### config.mk
export PLATFORM = sky130hd
export DESIGN_NAME = imlc_ctrl
export DESIGN_NICKNAME = d
export VERILOG_FILES = /design/src/rtl/imlc_pkg.sv /design/src/rtl/imlc_ctrl.sv
export SDC_FILE = /design/constraint.sdc
export NUM_CORES = 1
export LEC_CHECK = 0
export BUFFER_PORTS_ARGS = -buffer_cell sky130_fd_sc_hd__buf_2
export CELL_PAD_IN_SITES_DETAIL_PLACEMENT = 0
export CELL_PAD_IN_SITES_GLOBAL_PLACEMENT = 1
export CORE_ASPECT_RATIO = 0.5
export CORE_UTILIZATION = 42
export CTS_CLUSTER_DIAMETER = 80
export CTS_CLUSTER_SIZE = 25
export DETAILED_ROUTE_END_ITERATION = 16
export HOLD_SLACK_MARGIN = 0.12
export PLACE_DENSITY = 0.83
export RECOVER_POWER = 50
export SLEW_MARGIN = 20
export SYNTH_ARGS = -nofsm -noshare
export SYNTH_HDL_FRONTEND = slang
export SYNTH_SLANG_ARGS = --single-unit
### constraint.sdc
create_clock -name clk_sys_i -period 2.8 [get_ports clk_sys_i]
set_clock_uncertainty 0.05 [all_clocks]
set_input_delay 0.14 -clock clk_sys_i [delete_from_list [all_inputs] [get_ports clk_sys_i]]
set_output_delay 0.14 -clock clk_sys_i [all_outputs]
set_load 0.02 [all_outputs]
### src/rtl/imlc_pkg.sv
// Constants and types for the interrupt mask-level controller
package imlc_pkg;

  // ********************************************************************
  // Source counts and layout
  // ********************************************************************
  localparam int NUM_INT_FLASH = 25;
  localparam int NUM_INT_OTHER = 24;
  localparam int NUM_WKP       = 8;
  localparam int NUM_REG       = 5;
  localparam int FLD_PER_REG   = 4;
  localparam int FLD_W         = 2;
  localparam int SRC_ABRK      = 0;
  localparam int SRC_NMI       = 1;
  localparam int SRC_WKP       = 2;
  localparam int SRC_INT0      = 3;
  localparam int NUM_SRC       = SRC_INT0 + NUM_INT_FLASH;

  // ********************************************************************
  // Vectors, levels, reset values
  // ********************************************************************
  localparam logic [5:0]  VEC_ABRK     = 6'h05;
  localparam logic [5:0]  VEC_NMI      = 6'h07;
  localparam logic [5:0]  VEC_WKP      = 6'h09;
  localparam logic [5:0]  VEC_INT_BASE = 6'h10;
  localparam logic [1:0]  LVL_TOP      = 2'h2;
  localparam logic [1:0]  FLD_MAXVAL   = 2'h3;
  localparam logic [7:0]  MLR_RST      = 8'h00;
  localparam logic [15:0] STK_STEP     = 16'h0002;
  localparam logic [2:0]  SEL_LAST     = 3'h4;

  // ********************************************************************
  // Types
  // ********************************************************************
  typedef enum logic [3:0] {
    ST_IDLE   = 4'b0001,
    ST_PUSH   = 4'b0010,
    ST_VFETCH = 4'b0100,
    ST_POP    = 4'b1000
  } imlc_st_e;

  typedef struct packed {
    logic        req;
    logic        we;
    logic [15:0] addr;
    logic [15:0] wdata;
  } imlc_mem_s;

  typedef struct packed {
    logic [15:0] sp;
    logic        sp_we;
    logic [7:0]  condition_code_register;
    logic        ccr_we;
    logic [15:0] pc;
    logic        pc_we;
    logic        ack;
    logic [5:0]  ack_vec;
  } imlc_core_s;

  typedef struct packed {
    imlc_st_e                   st;
    logic [NUM_REG-1:0][7:0]    mlr;
    logic [NUM_WKP-1:0]         wkp_s1;
    logic [NUM_WKP-1:0]         wkp_s2;
    logic [NUM_WKP-1:0]         wkp_s3;
    logic [NUM_WKP-1:0]         wkp_st;
    logic [2:0]                 nmi_sy;
    logic                       nmi_st;
    logic                       nmi_p;
    logic                       abrk_p;
    logic                       irq;
    logic [5:0]                 vec;
    logic [5:0]                 cur_vec;
    logic [15:0]                sp_tmp;
    imlc_mem_s                  mem;
    imlc_core_s                 core;
  } imlc_state_s;

endpackage

### src/rtl/imlc_ctrl.sv
// Interrupt mask-level controller with exception stacking engine
`timescale 1ns/10ps

// Functional notes
// - Every source except the non-maskable interrupt and address break sits at one of three mask levels to allow nesting.
// - Levels are set per module, and neither the non-maskable interrupt nor address break is masked by them.
// - Five writable mask-level registers A to E; A to D decide the level of each maskable source and E decides none.
// - An address break raises vector 5 and fetches its handler from H'000A to H'000B.
// - Exception entry pushes the condition code register as a word and return pops it as a word.
// - There are 25 internal sources in the flash variant and 24 otherwise, plus eight wakeup pins.
// - A push is a move to memory at the predecremented stack pointer and a pop a move then postincrement.
// - Each mask-level register holds four 2-bit fields at 7:6, 5:4, 3:2 and 1:0 taking values 0 to 3.
// - The selectable mask levels are 2, 1 and 0.
// - Among pending requests the lower vector wins and order within a module is fixed.
module imlc_ctrl
  import imlc_pkg::*;
#(
  parameter bit FLASH_VARIANT = 1'b1
) (
  // Clock and reset
  input  wire logic                     clk_sys_i,
  input  wire logic                     arst_n_i,
  // Mask-level register write port
  input  wire logic                     mlr_wr_i,
  input  wire logic [2:0]               mlr_sel_i,
  input  wire logic [7:0]               mlr_data_i,
  // Interrupt sources
  input  wire logic [NUM_INT_FLASH-1:0] int_req_i,
  input  wire logic [NUM_WKP-1:0]       wkp_pin_i,
  input  wire logic                     nmi_pin_i,
  input  wire logic                     abrk_hit_i,
  // Core side
  input  wire logic [1:0]               core_mask_i,
  input  wire logic                     take_i,
  input  wire logic                     rte_i,
  input  wire logic [15:0]              sp_i,
  input  wire logic [7:0]               ccr_i,
  output logic                          irq_o,
  output logic [5:0]                    irq_vec_o,
  output imlc_core_s                    core_o,
  // Memory port
  output imlc_mem_s                     mem_o,
  input  wire logic [15:0]              mem_rdata_i,
  input  wire logic                     mem_ack_i
);

  // ********************************************************************
  // Decoding helpers
  // ********************************************************************
  // Field index of a maskable source: wakeup owns field 0, internal pairs share one
  function automatic int fld_of(input int src);
    fld_of = (src == SRC_WKP) ? 0 : 1 + (src - SRC_INT0) / 2;
  endfunction

  // Value 3 behaves as the top level, so only levels 2, 1, 0 exist
  function automatic logic [1:0] lvl_of(input logic [NUM_REG-1:0][7:0] m, input int src);
    int         f;
    logic [1:0] v;
    f = fld_of(src);
    v = m[f / FLD_PER_REG][(FLD_PER_REG - 1 - f % FLD_PER_REG) * FLD_W +: FLD_W];
    lvl_of = (v == FLD_MAXVAL) ? LVL_TOP : v;
  endfunction

  imlc_state_s s_r;
  imlc_state_s s_nxt;
  logic        found;
  logic [5:0]  win_vec;
  logic        take_ok;
  logic        src_hit;

  // ********************************************************************
  // Next-state logic
  // ********************************************************************
  always_comb begin
    s_nxt = s_r;
    found = 1'b0;
    win_vec = 6'h00;
    take_ok = (s_r.st == ST_IDLE) && take_i && s_r.irq;
    src_hit = 1'b0;
    s_nxt.core.sp_we = 1'b0;
    s_nxt.core.ccr_we = 1'b0;
    s_nxt.core.pc_we = 1'b0;
    s_nxt.core.ack = 1'b0;

    // Pins pass three stages; a change counts once stages two and three agree
    s_nxt.wkp_s1 = wkp_pin_i;
    s_nxt.wkp_s2 = s_r.wkp_s1;
    s_nxt.wkp_s3 = s_r.wkp_s2;
    for (int i = 0; i < NUM_WKP; i++) begin
      if (s_r.wkp_s2[i] == s_r.wkp_s3[i]) begin
        s_nxt.wkp_st[i] = s_r.wkp_s3[i];
      end
    end
    s_nxt.nmi_sy = {s_r.nmi_sy[1:0], nmi_pin_i};
    if (s_r.nmi_sy[1] == s_r.nmi_sy[2]) begin
      s_nxt.nmi_st = s_r.nmi_sy[2];
    end

    if (mlr_wr_i && mlr_sel_i <= SEL_LAST) begin
      s_nxt.mlr[mlr_sel_i] = mlr_data_i;
    end

    // Lowest index is lowest vector, so scanning downward leaves the winner
    for (int i = NUM_SRC - 1; i >= 0; i--) begin
      src_hit = 1'b0;
      if (i == SRC_ABRK) begin
        src_hit = s_r.abrk_p;
      end else if (i == SRC_NMI) begin
        src_hit = s_r.nmi_p;
      end else if (i == SRC_WKP) begin
        src_hit = (|s_r.wkp_st) && (lvl_of(s_r.mlr, i) >= core_mask_i);
      end else if (FLASH_VARIANT || (i - SRC_INT0) < NUM_INT_OTHER) begin
        src_hit = int_req_i[i - SRC_INT0] && (lvl_of(s_r.mlr, i) >= core_mask_i);
      end
      if (src_hit) begin
        found = 1'b1;
        win_vec = (i == SRC_ABRK) ? VEC_ABRK :
                  (i == SRC_NMI)  ? VEC_NMI  :
                  (i == SRC_WKP)  ? VEC_WKP  : VEC_INT_BASE + 6'(i - SRC_INT0);
      end
    end

    // ******************************************************************
    // Stacking engine
    // ******************************************************************
    case (s_r.st)
      ST_IDLE: begin
        if (take_ok) begin
          s_nxt.cur_vec = s_r.vec;
          if (s_r.vec == VEC_ABRK) begin
            s_nxt.abrk_p = 1'b0;
          end
          if (s_r.vec == VEC_NMI) begin
            s_nxt.nmi_p = 1'b0;
          end
          s_nxt.sp_tmp = sp_i - STK_STEP;
          s_nxt.mem = '{req: 1'b1, we: 1'b1, addr: sp_i - STK_STEP, wdata: {ccr_i, ccr_i}};
          s_nxt.st = ST_PUSH;
        end else if (rte_i) begin
          s_nxt.sp_tmp = sp_i + STK_STEP;
          s_nxt.mem = '{req: 1'b1, we: 1'b0, addr: sp_i, wdata: 16'h0000};
          s_nxt.st = ST_POP;
        end
      end
      ST_PUSH: begin
        if (mem_ack_i) begin
          s_nxt.core.sp = s_r.sp_tmp;
          s_nxt.core.sp_we = 1'b1;
          s_nxt.mem = '{req: 1'b1, we: 1'b0, addr: {9'h000, s_r.cur_vec, 1'b0}, wdata: 16'h0000};
          s_nxt.st = ST_VFETCH;
        end
      end
      ST_VFETCH: begin
        if (mem_ack_i) begin
          s_nxt.core.pc = mem_rdata_i;
          s_nxt.core.pc_we = 1'b1;
          s_nxt.core.ack = 1'b1;
          s_nxt.core.ack_vec = s_r.cur_vec;
          s_nxt.mem.req = 1'b0;
          s_nxt.st = ST_IDLE;
        end
      end
      ST_POP: begin
        if (mem_ack_i) begin
          s_nxt.core.condition_code_register = mem_rdata_i[15:8];
          s_nxt.core.ccr_we = 1'b1;
          s_nxt.core.sp = s_r.sp_tmp;
          s_nxt.core.sp_we = 1'b1;
          s_nxt.mem.req = 1'b0;
          s_nxt.st = ST_IDLE;
        end
      end
      default: begin
        s_nxt.st = ST_IDLE;
      end
    endcase

    // Sets come after the clears so a new event is never lost
    if (abrk_hit_i) begin
      s_nxt.abrk_p = 1'b1;
    end
    if (s_r.nmi_sy[1] == s_r.nmi_sy[2] && s_r.nmi_sy[2] && !s_r.nmi_st) begin
      s_nxt.nmi_p = 1'b1;
    end

    // Request withdrawn while the engine runs; core samples one vector per entry
    s_nxt.irq = found && (s_r.st == ST_IDLE) && !take_ok;
    s_nxt.vec = win_vec;
  end

  always_ff @(posedge clk_sys_i or negedge arst_n_i) begin
    if (!arst_n_i) begin
      s_r <= '{st: ST_IDLE, mlr: {NUM_REG{MLR_RST}}, default: '0};
    end else begin
      s_r <= s_nxt;
    end
  end

  assign irq_o = s_r.irq;
  assign irq_vec_o = s_r.vec;
  assign core_o = s_r.core;
  assign mem_o = s_r.mem;
endmodule

==> out/metrics.cfg <==
[logic_synthesis]
synthesis.nets=990
synth_seq_cells=174
async_flop_share_pct=100.0
syn_area_mm2=0.008750
synth_top_family_by_area=simple AND/OR/NAND/NOR gates
synthSimpleGateAreaFrac_pct=15.83
yosysMostFrequentCell=dfrtp_1
yosysTopAreaCell=dfrtp_1
synth-xor-area-share_pct=1.502
synth_commonest_cells=173 x dfrtp_1, 150 x nand2_1, 90 x buf_4
ys_seq_area_share_pct=49.78
ys_warn_count=0
syn_avg_cell_area_um2=10.12
synth_edf_count=0
synth.distinct_cells=66
yosys-top-cells-area=dfrtp_1 49%, buf_4 7.7%, nand2_1 6.4%
synth_fa_ha_area_share_pct=5.348
syn_inst=865
synthFlopType=dfrtp_1
synth_mux_area_share_pct=5.792
synth_compound_area_share_pct=11.08
yosys.area.top_type_share_pct=49.48

[detailed_routing]
drt_pass1_iterations=5
vias_per_cell=5.076
wl_met2_um=9533
totalWireLength_um=20720
drt-met1-wl_um=9983
drt_iter0_drc=340
drc=0
drtAntennaViolNets=0
post_drt_wl_per_cell_um=16.07
vias=6543
top_layer=met4
met3RoutedLength_um=876

[sta]
timing.hold.ws_ps=56.12
tightest_slew_ps=1729
min_period_ps=2615
post-route-period-util_pct=93.41
setup_viol=0
rsz0062_at_grt=no
max_slew_margin_pct=-15.29
fin_ws_ps=184.6
finalSetupTns_ps=0
max_freq_ghz=0.3824
slew_viol_final=68
hold_viol_final=0

[placement]
hpwl_um=14680
place_inst=1192
port_buffers=184
place_area_mm2=0.009278
place_ws_ps=307.7
place.gp.congestion=0.7948

[global_routing]
grt_overflow=0
antenna_found_initial=0
grt_max_degree=70
grt_pass1_vias=6445
grt_pass1_wl_um=33790
grt_use_total_pct=20.53

[cts]
post_cts_buffers=0
clockBufferDepth=2
cts_tree=built
cts_max_level=4
cts_sinks=174
cts-root-buf=clkbuf_16
clkTransAtPathRegs_ps=70
clk_latency_ps=440
numCtsBuffers=17

[floorplanning]
fp-row-count=36
die_h_um=104.1
die_x_um=206.1
coreArea_mm2=0.01991
die_area_mm2=0.02145
io_pins=185
start_util_pct=43.95

[critical_path]
end_kind=flip-flop
crit_end=s_r[95]
reg2reg_to=s_r[93]
critPathArrivalTime_ps=2890
rrSetupSlack_ps=410
crit-reg2reg-launch=s_r[191]
slowest_delay_ps=560
path_max_fanout=9
cp_slowest_cell=dlygate4sd3_1
required_ps=3080
crit_start=sp_i[1]
r2r_cells=8
critPathKind=input port to flip-flop
worstPathCellList=dlygate4sd3_1, buf_2, inv_1, ha_1, or3b_4, or4_4, or4_1, xor2_1, a21oi_2, a22o_1
cp-start-kind=input port

[layout]
fillCellCount=1818
design_area_mm2=0.01055
finalNetCount=1135
area_growth_syn_to_layout_pct=20.52
multi_input_area_mm2=0.003466
ff_latch_area_mm2=0.004355
drive_gt1_share_pct=27.76
antenna_cells=0
instances_no_fill=1289
final_util_pct=52.97

[power_and_ir_drop]
seqPwrFrac_pct=38.6
total_power_mw=9.598
p_per_area_mw_per_mm2=910.2
p_int_mw=6.112
switching_share_pct=36.32
vdd_ir_drop_max_mv=0.4215
power.switching_mw=3.486
cellLeakagePower_nw=5.133
p_comb_share_pct=34.7
clkPwrFrac_pct=26.7

[outcome]
status=finished with violations
violations=capacitance limit, slew limit

[worst_hold_path]
min_path_type=input port to flip-flop

[job]
maxCapViolCount=1

==> kinds of logic after synthesis <==
kind of cell               after synthesis
AOI/OAI and AO/OA                      147
adders and majority gates               39
buffers and inverters                  154
xor gates and xnor gates                15
and+or+nand+nor                        291
DFF                                    174
muxes                                   45
==> worst min path at each step <==
| stage | start | to | slack, ps | cells past startpoint |
|---|---|---|---|---|
| 2_1_floorplan | arst_n_i | core_o[0] | -210 | 0 |
| 3_3_place_gp | arst_n_i | s_nxt[133] | 140 | 1 |
| 3_5_place_dp | arst_n_i | s_nxt[133] | 140 | 1 |
| 4_1_cts | int_req_i[11] | irq_vec_o[1] | 120 | 4 |
| 5_1_grt | int_req_i[6] | irq_vec_o[0] | 130 | 3 |
| 6_report | int_req_i[6] | irq_vec_o[0] | 60 | 3 |
==> power by group through the flow <==
stage | sequential (mW) | clock (mW) | combinational, mW
after floorplan | 3.59 | 0 | 2.91
after global placement | 3.71 | 0 | 3.18
after detailed placement | 3.75 | 0 | 3.25
after CTS | 3.70 | 2.65 | 3.35
after global routing | 3.80 | 2.74 | 3.68
final | 3.70 | 2.56 | 3.33
==> worst max-delay path, delay by kind of cell <==
family	cells	cell delay, ps
buf+inv	3	820
compound gates	2	280
xor+xnor	1	180
fa+ha+maj	1	180
simple gates	3	1300
==> flip-flops by register name, summed over array words and instances, names as in the netlist <==
register and flops:
src_hit 1, irq_vec_o 6, irq_o 1, mem_o 26, s_nxt 18, core_o 49
s_r 73
==> cells in the final DEF, fill, tap and decap left out, types with 4 or more instances in the layout <==
cell / instances
buf_2: 179
dfrtp_1: 173
nand2_1: 150
dlygate4sd3_1: 65
nor2_1: 44
mux2_2: 44
nand2b_1: 34
a21oi_1: 33
ha_1: 31
o21ai_0: 28
clkbuf_16: 17
inv_1: 15
nand3_1: 13
o22ai_1: 12
a22o_1: 12
a21o_1: 11
buf_4: 10
xor2_1: 9
maj3_1: 8
a31oi_1: 7
a221o_1: 7
clkbuf_1: 7
or2_2: 6
xnor2_1: 6
nor3b_1: 5
a211oi_1: 5
clkinvlp_4: 5
nor2b_1: 4
nor4_1: 4
a21boi_0: 4
and3_1: 4
bufinv_16: 4
==> layer usage <==
layer  vias to the layer above  track usage [%]
met5                         -                0
met4                         0            7.405
met3                        24            5.294
met2                       145            31.69
met1                      3217            27.77
li1                       3157                -
==> area by class of cell <==
| type | instances | share of cell area [%] |
|---|---|---|
| inverter | 16 | 0.5695 |
| sequential | 174 | 41.30 |
| timing repair buffer | 264 | 16.05 |
| clock buffer | 19 | 4.295 |
| tap | 266 | 3.156 |
| multi-input combinational | 537 | 32.87 |
| clock inverter | 13 | 1.756 |
==> repair_timing <==
item,in CTS,in global routing
gates resized for setup,0,2
endpoints found under the setup margin,0,1
hold buffers,66,0
hold endpoints to repair,173,0
(Power assumes the default switching activity.)
